==> src/drive_status_pkg.sv <==
/*
 * Constants, register map and carrier types for the drive status monitor.
 * Assumes measured values arrive already scaled in the units noted below.
 */
package drive_status_pkg;

    // Register byte offsets
    localparam logic [7:0] OFS_CTRL = 8'h00;
    localparam logic [7:0] OFS_WIN1 = 8'h04;
    localparam logic [7:0] OFS_WIN2 = 8'h08;
    localparam logic [7:0] OFS_DURATION = 8'h0c;
    localparam logic [7:0] OFS_AI_LIMIT = 8'h10;
    localparam logic [7:0] OFS_TEMP_THR = 8'h14;
    localparam logic [7:0] OFS_SLEEP_FREQ = 8'h18;
    localparam logic [7:0] OFS_SLEEP_DELAY = 8'h1c;
    localparam logic [7:0] OFS_RUN_TARGET = 8'h20;
    localparam logic [7:0] OFS_POWER_COEFF = 8'h24;
    localparam logic [7:0] OFS_FLAGS = 8'h28;
    localparam logic [7:0] OFS_REMAINING = 8'h2c;
    localparam logic [7:0] OFS_POWER_MON = 8'h30;
    localparam logic [7:0] OFS_IRQ_STATUS = 8'h34;
    localparam logic [7:0] OFS_IRQ_MASK = 8'h38;

    // Control register fields
    localparam int unsigned CTRL_TIMER_EN_BIT = 0;
    localparam int unsigned CTRL_SRC_LSB = 1;
    localparam int unsigned CTRL_FAN_BIT = 3;
    localparam int unsigned CTRL_PID_BIT = 4;
    localparam int unsigned CTRL_W = 5;

    // Reset values: current 0.1 %, voltage 0.01 V, temp 1 C, coeff 0.01 %
    localparam logic [4:0] CTRL_RST = 5'h00;
    localparam logic [15:0] WIN_CENTRE_RST = 16'h03e8;
    localparam logic [15:0] WIN_AMPL_RST = 16'h0000;
    localparam logic [15:0] DURATION_RST = 16'h0000;
    localparam logic [15:0] AI_LOW_RST = 16'h0136;
    localparam logic [15:0] AI_HIGH_RST = 16'h02a8;
    localparam logic [7:0] TEMP_THR_RST = 8'h4b;
    localparam logic [31:0] SLEEP_FREQ_RST = 32'h0000_0000;
    localparam logic [31:0] SLEEP_DELAY_RST = 32'h0000_0000;
    localparam logic [15:0] RUN_TARGET_RST = 16'h0000;
    localparam logic [15:0] POWER_COEFF_RST = 16'h2710;
    localparam logic [6:0] IRQ_MASK_RST = 7'h00;

    // Scaling and timing
    localparam logic [7:0] FAN_TEMP_LIMIT = 8'h28;
    localparam logic [31:0] AI_FULL_SCALE = 32'h0000_03e8;
    localparam logic [31:0] POWER_UNITY = 32'h0000_2710;
    localparam logic [5:0] DECI_PER_TENTH_MIN = 6'h3c;

    typedef enum logic [1:0] {
        SRC_FIXED = 2'h0,
        SRC_AI1 = 2'h1,
        SRC_AI2 = 2'h2,
        SRC_AI3 = 2'h3
    } src_t;

    typedef enum logic [1:0] {
        ST_AWAKE = 2'b01,
        ST_DORMANT = 2'b10
    } sleep_t;

    typedef struct packed {
        logic [15:0] current;
        logic [15:0] ai1Volt;
        logic [15:0] ai2Pct;
        logic [15:0] ai3Pct;
        logic [7:0] heatsinkTemp;
        logic [15:0] setFreq;
        logic [15:0] rawPower;
    } meas_t;

    typedef struct packed {
        logic dormant;
        logic runTimeHit;
        logic tempHit;
        logic aiLimit;
        logic timerDone;
        logic window2;
        logic window1;
    } flags_t;

endpackage

==> src/drive_status_monitor.sv <==
/*
 * Supervisory monitor of a motor drive: current windows, analog limit,
 * heatsink threshold, run timer, run-time target, fan, dormant/wakeup,
 * power correction, register port and interrupt.
 * Assumes one clock, synchronous inputs and a 0.1 s tick enable pulse.
 */
`timescale 1ns/100ps
module drive_status_monitor (
    input wire logic clk_sys,
    input wire logic rst,
    input wire logic [7:0] regAddr,
    input wire logic [31:0] regWdata,
    input wire logic regWrite,
    input wire logic regRead,
    output logic [31:0] regRdata,
    input wire logic tickDeci,
    input wire drive_status_pkg::meas_t meas,
    input wire logic driveRunning,
    input wire logic runCmd,
    input wire logic startEvt,
    input wire logic pidSource,
    output drive_status_pkg::flags_t flags,
    output logic stopReq,
    output logic startReq,
    output logic fanOn,
    output logic pidRun,
    output logic irq
);

    ////////////////////////////////////////////////////////////////////////
    // Helpers
    function automatic logic inWindow(input logic [15:0] value, input logic [31:0] cfg);
        logic [16:0] diff;
        diff = (value >= cfg[15:0]) ? {1'b0, value - cfg[15:0]} : {1'b0, cfg[15:0] - value};
        return diff <= {1'b0, cfg[31:16]};
    endfunction

    function automatic logic [15:0] scaleDur(input logic [15:0] dur, input logic [15:0] pct);
        logic [31:0] prod;
        prod = (32'(dur) * 32'(pct)) / drive_status_pkg::AI_FULL_SCALE;
        return (prod > 32'h0000_ffff) ? 16'hffff : prod[15:0];
    endfunction

    ////////////////////////////////////////////////////////////////////////
    // Registers
    logic [4:0] ctrl_ff;
    logic [31:0] win1_ff, win2_ff, aiLimit_ff, sleepFreq_ff, sleepDelay_ff, regRdata_ff, power_ff;
    logic [15:0] duration_ff, runTarget_ff, powerCoeff_ff, elapsed_ff, remain_ff, sleepCnt_ff;
    logic [7:0] tempThr_ff;
    logic [6:0] irqStatus_ff, irqMask_ff, flagsQ_ff, flagVec, rise;
    logic [5:0] subTick_ff;
    logic timerDone_ff, timerStop_ff, win1Flag_ff, win2Flag_ff, aiFlag_ff, tempFlag_ff;
    logic runTimeFlag_ff, dormStop_ff, wake_ff, fan_ff, pidRun_ff;
    drive_status_pkg::sleep_t state_ff;
    logic timerEn, fanMode, pidStopEn, sleepOff, win1Now;
    drive_status_pkg::src_t src;
    logic [15:0] durEff;
    assign timerEn = ctrl_ff[drive_status_pkg::CTRL_TIMER_EN_BIT];
    assign fanMode = ctrl_ff[drive_status_pkg::CTRL_FAN_BIT];
    assign pidStopEn = ctrl_ff[drive_status_pkg::CTRL_PID_BIT];
    assign src = drive_status_pkg::src_t'(ctrl_ff[drive_status_pkg::CTRL_SRC_LSB +: 2]);
    assign win1Now = inWindow(meas.current, win1_ff);
    // Register writes
    always_ff @(posedge clk_sys) begin
        if (rst) begin
            ctrl_ff <= drive_status_pkg::CTRL_RST;
            win1_ff <= {drive_status_pkg::WIN_AMPL_RST, drive_status_pkg::WIN_CENTRE_RST};
            win2_ff <= {drive_status_pkg::WIN_AMPL_RST, drive_status_pkg::WIN_CENTRE_RST};
            duration_ff <= drive_status_pkg::DURATION_RST;
            aiLimit_ff <= {drive_status_pkg::AI_HIGH_RST, drive_status_pkg::AI_LOW_RST};
            tempThr_ff <= drive_status_pkg::TEMP_THR_RST;
            sleepFreq_ff <= drive_status_pkg::SLEEP_FREQ_RST;
            sleepDelay_ff <= drive_status_pkg::SLEEP_DELAY_RST;
            runTarget_ff <= drive_status_pkg::RUN_TARGET_RST;
            powerCoeff_ff <= drive_status_pkg::POWER_COEFF_RST;
            irqMask_ff <= drive_status_pkg::IRQ_MASK_RST;
        end else if (regWrite) begin
            unique case (regAddr)
                drive_status_pkg::OFS_CTRL: ctrl_ff <= regWdata[4:0];
                drive_status_pkg::OFS_WIN1: win1_ff <= regWdata;
                drive_status_pkg::OFS_WIN2: win2_ff <= regWdata;
                drive_status_pkg::OFS_DURATION: duration_ff <= regWdata[15:0];
                drive_status_pkg::OFS_AI_LIMIT: aiLimit_ff <= regWdata;
                drive_status_pkg::OFS_TEMP_THR: tempThr_ff <= regWdata[7:0];
                drive_status_pkg::OFS_SLEEP_FREQ: sleepFreq_ff <= regWdata;
                drive_status_pkg::OFS_SLEEP_DELAY: sleepDelay_ff <= regWdata;
                drive_status_pkg::OFS_RUN_TARGET: runTarget_ff <= regWdata[15:0];
                drive_status_pkg::OFS_POWER_COEFF: powerCoeff_ff <= regWdata[15:0];
                drive_status_pkg::OFS_IRQ_MASK: irqMask_ff <= regWdata[6:0];
                default: ;
            endcase
        end
    end
    // Register reads, data in the following cycle
    always_ff @(posedge clk_sys) begin
        if (rst) begin
            regRdata_ff <= 32'h0000_0000;
        end else if (regRead) begin
            unique case (regAddr)
                drive_status_pkg::OFS_CTRL: regRdata_ff <= {27'h0, ctrl_ff};
                drive_status_pkg::OFS_WIN1: regRdata_ff <= win1_ff;
                drive_status_pkg::OFS_WIN2: regRdata_ff <= win2_ff;
                drive_status_pkg::OFS_DURATION: regRdata_ff <= {16'h0, duration_ff};
                drive_status_pkg::OFS_AI_LIMIT: regRdata_ff <= aiLimit_ff;
                drive_status_pkg::OFS_TEMP_THR: regRdata_ff <= {24'h0, tempThr_ff};
                drive_status_pkg::OFS_SLEEP_FREQ: regRdata_ff <= sleepFreq_ff;
                drive_status_pkg::OFS_SLEEP_DELAY: regRdata_ff <= sleepDelay_ff;
                drive_status_pkg::OFS_RUN_TARGET: regRdata_ff <= {16'h0, runTarget_ff};
                drive_status_pkg::OFS_POWER_COEFF: regRdata_ff <= {16'h0, powerCoeff_ff};
                drive_status_pkg::OFS_FLAGS: regRdata_ff <= {25'h0, flagVec};
                drive_status_pkg::OFS_REMAINING: regRdata_ff <= {16'h0, remain_ff};
                drive_status_pkg::OFS_POWER_MON: regRdata_ff <= power_ff;
                drive_status_pkg::OFS_IRQ_STATUS: regRdata_ff <= {25'h0, irqStatus_ff};
                drive_status_pkg::OFS_IRQ_MASK: regRdata_ff <= {25'h0, irqMask_ff};
                default: regRdata_ff <= 32'h0000_0000;
            endcase
        end else begin
            regRdata_ff <= 32'h0000_0000;
        end
    end

    assign regRdata = regRdata_ff;

    ////////////////////////////////////////////////////////////////////////
    // Run timer
    always_comb begin
        unique case (src)
            drive_status_pkg::SRC_FIXED: durEff = duration_ff;
            drive_status_pkg::SRC_AI1: durEff = scaleDur(duration_ff, meas.ai1Volt);
            drive_status_pkg::SRC_AI2: durEff = scaleDur(duration_ff, meas.ai2Pct);
            drive_status_pkg::SRC_AI3: durEff = scaleDur(duration_ff, meas.ai3Pct);
        endcase
    end
    // Elapsed run time in tenth minutes
    always_ff @(posedge clk_sys) begin
        if (rst || startEvt) begin
            subTick_ff <= 6'h00;
            elapsed_ff <= 16'h0000;
        end else if (tickDeci && driveRunning) begin
            if (subTick_ff == drive_status_pkg::DECI_PER_TENTH_MIN - 6'h01) begin
                subTick_ff <= 6'h00;
                if (elapsed_ff != 16'hffff) begin
                    elapsed_ff <= elapsed_ff + 16'h0001;
                end
            end else begin
                subTick_ff <= subTick_ff + 6'h01;
            end
        end
    end
    // Expiry, stop request and remaining time
    always_ff @(posedge clk_sys) begin
        if (rst || startEvt) begin
            timerDone_ff <= 1'b0;
            timerStop_ff <= 1'b0;
            remain_ff <= 16'h0000;
        end else begin
            timerStop_ff <= 1'b0;
            remain_ff <= (durEff > elapsed_ff) ? durEff - elapsed_ff : 16'h0000;
            if (tickDeci && timerEn && driveRunning && !timerDone_ff
                && elapsed_ff >= durEff) begin
                timerDone_ff <= 1'b1;
                timerStop_ff <= 1'b1;
            end
        end
    end

    ////////////////////////////////////////////////////////////////////////
    // Comparator flags
    always_ff @(posedge clk_sys) begin
        if (rst) begin
            win1Flag_ff <= 1'b0;
            win2Flag_ff <= 1'b0;
            aiFlag_ff <= 1'b0;
            tempFlag_ff <= 1'b0;
            runTimeFlag_ff <= 1'b0;
        end else if (tickDeci) begin
            win1Flag_ff <= inWindow(meas.current, win1_ff);
            win2Flag_ff <= inWindow(meas.current, win2_ff);
            aiFlag_ff <= (meas.ai1Volt > aiLimit_ff[31:16])
                || (meas.ai1Volt < aiLimit_ff[15:0]);
            tempFlag_ff <= meas.heatsinkTemp >= tempThr_ff;
            if (startEvt) begin
                runTimeFlag_ff <= 1'b0;
            end else if (driveRunning && elapsed_ff >= runTarget_ff) begin
                runTimeFlag_ff <= 1'b1;
            end
        end else if (startEvt) begin
            runTimeFlag_ff <= 1'b0;
        end
    end

    ////////////////////////////////////////////////////////////////////////
    // Dormant and wakeup
    assign sleepOff = (sleepFreq_ff[15:0] == 16'h0000) && (sleepFreq_ff[31:16] == 16'h0000);

    always_ff @(posedge clk_sys) begin
        if (rst || sleepOff) begin
            state_ff <= drive_status_pkg::ST_AWAKE;
            sleepCnt_ff <= 16'h0000;
            dormStop_ff <= 1'b0;
            wake_ff <= 1'b0;
        end else begin
            dormStop_ff <= 1'b0;
            wake_ff <= 1'b0;
            if (tickDeci) begin
                unique case (state_ff)
                    drive_status_pkg::ST_AWAKE: begin
                        if (driveRunning && meas.setFreq <= sleepFreq_ff[31:16]) begin
                            if (sleepCnt_ff >= sleepDelay_ff[31:16]) begin
                                state_ff <= drive_status_pkg::ST_DORMANT;
                                dormStop_ff <= 1'b1;
                                sleepCnt_ff <= 16'h0000;
                            end else begin
                                sleepCnt_ff <= sleepCnt_ff + 16'h0001;
                            end
                        end else begin
                            sleepCnt_ff <= 16'h0000;
                        end
                    end
                    drive_status_pkg::ST_DORMANT: begin
                        if (!runCmd) begin
                            state_ff <= drive_status_pkg::ST_AWAKE;
                            sleepCnt_ff <= 16'h0000;
                        end else if (meas.setFreq >= sleepFreq_ff[15:0]) begin
                            if (sleepCnt_ff >= sleepDelay_ff[15:0]) begin
                                state_ff <= drive_status_pkg::ST_AWAKE;
                                wake_ff <= 1'b1;
                                sleepCnt_ff <= 16'h0000;
                            end else begin
                                sleepCnt_ff <= sleepCnt_ff + 16'h0001;
                            end
                        end else begin
                            sleepCnt_ff <= 16'h0000;
                        end
                    end
                endcase
            end
        end
    end
    // PID hold while dormant
    always_ff @(posedge clk_sys) begin
        if (rst) begin
            pidRun_ff <= 1'b1;
        end else begin
            pidRun_ff <= !(pidSource && state_ff == drive_status_pkg::ST_DORMANT
                && !pidStopEn);
        end
    end

    ////////////////////////////////////////////////////////////////////////
    // Fan and power
    always_ff @(posedge clk_sys) begin
        if (rst) begin
            fan_ff <= 1'b0;
        end else if (fanMode || driveRunning) begin
            fan_ff <= 1'b1;
        end else if (meas.heatsinkTemp > drive_status_pkg::FAN_TEMP_LIMIT) begin
            fan_ff <= 1'b1;
        end else if (meas.heatsinkTemp < drive_status_pkg::FAN_TEMP_LIMIT) begin
            fan_ff <= 1'b0;
        end
    end

    always_ff @(posedge clk_sys) begin
        if (rst) begin
            power_ff <= 32'h0000_0000;
        end else begin
            power_ff <= (32'(meas.rawPower) * 32'(powerCoeff_ff))
                / drive_status_pkg::POWER_UNITY;
        end
    end

    ////////////////////////////////////////////////////////////////////////
    // Flags and interrupt
    assign flags = '{dormant: state_ff == drive_status_pkg::ST_DORMANT,
        runTimeHit: runTimeFlag_ff, tempHit: tempFlag_ff, aiLimit: aiFlag_ff,
        timerDone: timerDone_ff, window2: win2Flag_ff, window1: win1Flag_ff};
    assign flagVec = flags;
    assign rise = flagVec & ~flagsQ_ff;

    always_ff @(posedge clk_sys) begin
        if (rst) begin
            flagsQ_ff <= 7'h00;
            irqStatus_ff <= 7'h00;
        end else begin
            flagsQ_ff <= flagVec;
            if (regWrite && regAddr == drive_status_pkg::OFS_IRQ_STATUS) begin
                irqStatus_ff <= (irqStatus_ff & ~regWdata[6:0]) | rise;
            end else begin
                irqStatus_ff <= irqStatus_ff | rise;
            end
        end
    end

    assign irq = |(irqStatus_ff & irqMask_ff);
    assign stopReq = timerStop_ff | dormStop_ff;
    assign startReq = wake_ff;
    assign fanOn = fan_ff;
    assign pidRun = pidRun_ff;

    localparam logic [15:0] POWER_COEFF_RST_L = drive_status_pkg::POWER_COEFF_RST;
endmodule

==> config.mk <==
export PLATFORM = sky130hd
export DESIGN_NAME = drive_status_monitor
export DESIGN_NICKNAME = d
export VERILOG_FILES = /design/src/drive_status_pkg.sv /design/src/drive_status_monitor.sv
export SDC_FILE = /design/constraint.sdc
export NUM_CORES = 2
export LEC_CHECK = 0
export BUFFER_PORTS_ARGS = -buffer_cell sky130_fd_sc_hd__buf_4
export CORE_MARGIN = 1
export CORE_UTILIZATION = 67
export DETAILED_ROUTE_END_ITERATION = 10
export GPL_TIMING_DRIVEN = 0
export PLACE_DENSITY_LB_ADDON = 0.1
export SETUP_SLACK_MARGIN = 0.05
export SYNTH_ARGS = -nofsm -noshare
export SYNTH_HDL_FRONTEND = slang
export SYNTH_SLANG_ARGS = --single-unit
==> constraint.sdc <==
create_clock -name clk_sys -period 36.5 [get_ports clk_sys]
set_clock_uncertainty 0.2 [all_clocks]
set_input_delay 9.125 -clock clk_sys [delete_from_list [all_inputs] [get_ports clk_sys]]
set_output_delay 9.125 -clock clk_sys [all_outputs]
set_load 0.05 [all_outputs]
Word level (Yosys, flattened, before mapping):

Cells that the tools add are included.

* bits in read-only memories: 0
* word-level logic and storage cells: 182
* input port bits: 153
* register bits: 373
* latch bits: 0
* output and inout bits: 44
* memories: 0
* memory bits (writable): 0

* reductions and logical operators: 44
* multiply operators: 4
* shift-type cells: 0
* divide/modulo/power cells: 4
* equality and inequality tests: 25
* mux-type cells: 31
* magnitude comparators: 19
* $add $sub $neg: 8
* bitwise logic cells: 16

Operators with widths (count)
* one-hot mux 32 bit (15 select lines): 1
* 2-to-1 mux 16 bit: 10
* multiplier 16 x 16 -> 32 bit: 4
* >= comparator 16 bit: 7
* divider 32 x 10 -> 32 bit, second input constant: 3
* > comparator 32 x 16 -> 1 bit, second input constant: 3
* subtractor 16 bit: 5
* one-hot mux 16 bit (4 select lines): 1
* == test 8 x 6 -> 1 bit, second input constant: 7
* <= comparator 16 bit: 3
* adder 16 x 1 -> 16 bit, second input constant: 2
* divider 32 x 14 -> 32 bit, second input constant: 1
* == test 8 x 5 -> 1 bit, second input constant: 4
* > comparator 16 bit: 2
* logical NOT 16 bit: 2
* one-hot mux 16 bit (2 select lines): 1
* AND reduction 2 bit: 12
* AND 7 bit: 3
* == test 8 x 4 -> 1 bit, second input constant: 2
* < comparator 16 bit: 1
* != test 16 bit, second input constant: 1
* inverter 7 bit: 2
* bitwise OR 7 bit: 2
* logical AND 1 bit: 11
* 29 further kinds: 61

Longest topological paths before layout:

* depth after elaboration: 8
* gate-level depth with buffers: 111

Least setup slack after synthesis:

Ideal clock, no wire load.

* path kind: in2reg
* from: input meas[43] (netlist bit)
* to: register remain_ff[10]
* library setup time: 0.128 ns
* stages: 98
* arrival time: 32.322 ns
* slack: 3.850 ns
* path buffers: 8
* cells stage by stage: clkbuf_1 nand2_1 fa_1 inv_1 fa_1 inv_1 fa_1 inv_1 fa_1 fa_1 inv_1 fa_1 inv_1 ha_1 buf_2 nand4_1 a211o_1 or3_1 [62 not listed] ha_1 inv_1 fa_1 a21o_1 a21o_1 a21o_1 a21oi_1 o21bai_1 a21oi_1 o21ai_0 a21o_1 a21o_1 a21o_1 a21oi_1 nor2_1 nand2_1 clkbuf_1 nor2_1

* cells in the longest elaborated chain, start to end: 8
* elaborated cells between the ends (all ways): 9

Ends and longest elaborated chain
* start, declared: line drive_status_monitor.sv:17 `input wire drive_status_pkg::meas_t meas,`
* multiplier 16 x 16 -> 32 bit (*): line drive_status_monitor.sv:40 `prod = (32'(dur) * 32'(pct)) / drive_status_pkg::AI_FULL_SCALE;`
* divider 32 x 10 -> 32 bit (*): line drive_status_monitor.sv:40
* > comparator 32 x 16 -> 1 bit: line drive_status_monitor.sv:41 `return (prod > 32'h0000_ffff) ? 16'hffff : prod[15:0];`
* 2-to-1 mux 16 bit (*): line drive_status_monitor.sv:41
* one-hot mux 16 bit (4 select lines) (*): line drive_status_monitor.sv:127 `unique case (src)`
* > comparator 16 bit: line drive_status_monitor.sv:158 `remain_ff <= (durEff > elapsed_ff) ? durEff - elapsed_ff : 16'h0000;`
* inverter 1 bit (no line)
* OR reduction 2 bit (no line)
* end signal, assigned: line drive_status_monitor.sv:158
* end, declared: line drive_status_monitor.sv:48 `logic [15:0] duration_ff, runTarget_ff, powerCoeff_ff, elapsed_ff, remain_ff, sleepCnt_ff;`

Mark *: on every way between the ends. The rest lies on a longest branch, timed or not.
A chain may end at the register's enable or synchronous reset.

Worst setup path after layout:

* from: input meas[45] (netlist bit)
* to: register timerDone_ff

* cells in the longest elaborated chain, start to end: 7

Ends and longest elaborated chain
* multiplier 16 x 16 -> 32 bit (*): line drive_status_monitor.sv:40
* divider 32 x 10 -> 32 bit (*): line drive_status_monitor.sv:40
* > comparator 32 x 16 -> 1 bit: line drive_status_monitor.sv:41
* 2-to-1 mux 16 bit (*): line drive_status_monitor.sv:41
* one-hot mux 16 bit (4 select lines) (*): line drive_status_monitor.sv:127
* >= comparator 16 bit (*): line drive_status_monitor.sv:160 `&& elapsed_ff >= durEff) begin`
* logical AND 1 bit (*): line drive_status_monitor.sv:160
* end signal, assigned: line drive_status_monitor.sv:153 `timerDone_ff <= 1'b0;`
* end signal, assigned: line drive_status_monitor.sv:161 `timerDone_ff <= 1'b1;`
* end, declared: line drive_status_monitor.sv:52 `logic timerDone_ff, timerStop_ff, win1Flag_ff, win2Flag_ff, aiFlag_ff, tempFlag_ff;`

Marks and branches as above.

==> impl_metrics.yaml <==
setup_path:
  reg2reg_setup_slack_ns: 7.57
  critical_path.startpoint: "meas[45]"
  worst_path_largest_cell_delay_ns: 0.61
  critPathRequiredTime_ns: 36.80
  timing.critical_path.slowest_stage_cell: "sky130_fd_sc_hd__nor3_1"
  cp-end-kind: "register"
  critical_path.reg2reg.endpoint: "timerDone_ff"
  worst_r2r_startpoint: "duration_ff[4]"
  arrival_ns: 35.82
  setup.worst_path.start_class: "primary input"
  critPathMostFrequentCell: "sky130_fd_sc_hd__a21o_1"
  timing_worst_setup_path_type: "primary input to register"
  worst-r2r-cell-count: 101
  cp_max_fo: 10
yosys:
  synth_edf_count: 0
  yosysMostFrequentCell: "sky130_fd_sc_hd__nand2_1"
  postSynth.asyncResetShare_pct: 0
  synth.net_count: 12200
  ys_warn_count: 0
  synth_top_cells_by_area: "sky130_fd_sc_hd__fa_1, sky130_fd_sc_hd__ha_1, sky130_fd_sc_hd__dfxtp_1"
  synth_top_area_share_pct: 18.8
  synth_largest_area_cell: "sky130_fd_sc_hd__fa_1"
  synthesis.area_per_instance_um2: 7.80
  ys_seq_area_share_pct: 8.67
  syn-cell-area_um2: 83100
  post_synth_inst_count: 10700
  synth.distinct_cells: 189
  synth_seq_cells: 360
  synth_ff_type: "sky130_fd_sc_hd__dfxtp_1"
  post_synth_most_frequent_cells: "sky130_fd_sc_hd__nand2_1, sky130_fd_sc_hd__inv_1, sky130_fd_sc_hd__fa_1, sky130_fd_sc_hd__a21oi_1, sky130_fd_sc_hd__ha_1"
worst_hold_path:
  whs_endpoint: "irqMask_ff[1]"
  min_delay_path_depth: 2
  launch_point_of_the_worst_hold_path: "irqMask_ff[1]"
  hold_class: "register to register"
clocking:
  clock_tree.root_cell: "sky130_fd_sc_hd__clkbuf_16"
  tritoncts: "built"
  ctsLongestPathBuffers: 3
  clk_transition_reported_paths_ns: 0.06
  tritoncts.num_buffers: 37
  insertion_delay_ns: 0.56
  cts-hold-fix-buffers: 0
  clock-sinks: 360
  clock_tree.htree_level_count: 2
placement:
  io_buffer_count: 185
  post_place_cells: 12500
  place_hpwl_um: 239000
  postPlaceCellArea_um2: 86600
  gp_congestion: 1.08
timing:
  fin_hold_ws_ns: 0.276
  hold_viol_final: 0
  final_max_slew_viol_count: 3
  finalSetupViolations: 0
  fin_crit_ns: 35.51
  timing.fmax_mhz: 28.2
  tightest_slew_ns: 1.62
  slew-limit-headroom_pct: -8.71
  final_min_period_over_clock_period_pct: 97.3
finish:
  fillers: 9745
  final-instance-count-excl-fill: 12600
  final-seq-area_um2: 7210
  final_area_um2: 89100
  final_core_utilization_pct: 72.8
  drive_above_1_share_pct: 10.2
  multi_input_area_um2: 70000
  final_nets: 12500
  area_growth_syn_to_layout_pct: 7.22
detailed_routing:
  dr_wl_met2_um: 127000
  routed_wl_per_cell_um: 23.7
  highest-signal-layer: "met5"
  drt_pre_antenna_iters: 8
  route.layer.met1.wl_um: 111000
  vias: 84800
  ant_nets: 0
  totalWireLength_um: 299000
  route.detailed.vias_per_inst: 6.74
  detail_route.iter0.violations: 10300
  wl_met3_um: 40500
  final_routed_drc_violation_total: 0
grt:
  grt_max_degree: 15
  first_pass_grt_wire_length_um: 457000
  gr-total-overflow: 0
  grt_pass1_vias: 81500
  grt.total_usage_pct: 46.0
  grt_antenna_before_repair: 37
run_status:
  violated_checks: "capacitance limit, slew limit"
  run_status: "finished with violations"
floorplan:
  die-width_um: 354
  design.die.area_um2: 125000
  core_rows: 128
  starting_density_of_the_core_pct: 67.9
  boundaryPins: 197
  design.core.area_um2: 122000
  floorplan.die.height_um: 354
flow_run:
  drv.max_cap_violation_count: 1
==> cells in the final DEF, fill, tap and decap left out, types with 60 or more instances in the layout <==
cell,n
sky130_fd_sc_hd__nand2_1,1491
sky130_fd_sc_hd__nor2_1,540
sky130_fd_sc_hd__and3_1,71
sky130_fd_sc_hd__xnor2_1,280
sky130_fd_sc_hd__fa_1,781
sky130_fd_sc_hd__nand3_1,200
sky130_fd_sc_hd__nor2b_1,95
sky130_fd_sc_hd__a22oi_1,107
sky130_fd_sc_hd__o22ai_1,60
sky130_fd_sc_hd__o21ai_0,321
sky130_fd_sc_hd__a211oi_1,88
sky130_fd_sc_hd__o31ai_1,64
sky130_fd_sc_hd__a21o_1,179
sky130_fd_sc_hd__nor4_1,67
sky130_fd_sc_hd__a31oi_1,113
sky130_fd_sc_hd__inv_1,1136
sky130_fd_sc_hd__clkbuf_1,327
sky130_fd_sc_hd__nor3_1,178
sky130_fd_sc_hd__mux2i_1,85
sky130_fd_sc_hd__o211ai_1,100
sky130_fd_sc_hd__o21a_1,70
sky130_fd_sc_hd__and2_1,554
sky130_fd_sc_hd__buf_4,265
sky130_fd_sc_hd__xor2_1,129
sky130_fd_sc_hd__dfxtp_1,360
sky130_fd_sc_hd__nand2b_1,93
sky130_fd_sc_hd__o21ai_1,62
sky130_fd_sc_hd__buf_2,63
sky130_fd_sc_hd__nand4_1,103
sky130_fd_sc_hd__ha_1,648
sky130_fd_sc_hd__a21oi_1,670
==> cells by family (layout without fill, tap and decap cells) <==
family,Yosys count,count (layout),share of synthesized area [%]
AO/OA/AOI/OAI,2788,2788,24.8
buffers and inverters,1651,1942,8.11
other,0,25,0
adder cells (fa/ha/maj),1458,1458,28.9
multiplexers,145,145,1.93
flip-flops,360,360,8.67
XOR/XNOR,441,441,4.82
AND/OR/NAND/NOR,3807,3807,22.7
==> cell type report <==
class	instances	area share [%]
Buffer	503	2.78
Multi-Input combinational cell	8639	78.6
Timing Repair Buffer	235	1.98
Antenna cell	25	0.0702
Inverter	1140	4.80
Clock inverter	13	0.197
Sequential cell	360	8.09
Tap cell	1625	2.28
Clock buffer	51	1.20
==> layer usage <==
layer / track usage (%) / vias to the layer above
met2: 70.3 / 5409
met4: 23.5 / 36
met5: 0 / -
li1: - / 37700
met1: 58.6 / 40400
met3: 14.0 / 1236
==> through the flow <==
step / worst slack [ns] / setup TNS (ns)
global placement: -1.46 / -22.38
finish: 0.986 / 0
global route: -0.135 / -1.15
detailed placement: -1.47 / -22.52
CTS: 0.0625 / 0
floorplan: 3.85 / 0
==> state kept, by name, summed over array words and instances, names as in the netlist, 19 cells and up <==
name	count
aiLimit_ff	32
regRdata	32
sleepDelay_ff	32
sleepFreq_ff	32
win1_ff	32
win2_ff	32
power_ff	19
==> worst max path at each step <==
stage / end / cells after the start
after floorplan: remain_ff[10] / 98
after global placement: remain_ff[14] / 102
after detailed placement: remain_ff[14] / 98
after CTS: remain_ff[14] / 102
after global routing: remain_ff[9] / 104
final: timerDone_ff / 98
==> repair_timing <==
| item | 4_1_cts | 5_1_grt |
|---|---|---|
| endpoints found under the setup margin | 18 | 18 |
| resized for setup | 20 | 190 |
| buffers inserted | 1 | 46 |
| hold endpoints to repair | 0 | 0 |
| pin swaps | 1 | 27 |
==> critical path: cells and delay by family <==
| family | cells | cell delay, ns |
|---|---|---|
| AOI/OAI and AO/OA | 50 | 12.41 |
| xor gates and xnor gates | 1 | 0.19 |
| adders and majority gates | 9 | 4.05 |
| buffers and inverters | 12 | 2.10 |
| muxes | 5 | 1.71 |
| and+or+nand+nor | 21 | 6.16 |
Power is not shown: default switching activity piles up to over one toggle a cycle in this logic, so the estimate is an artifact.
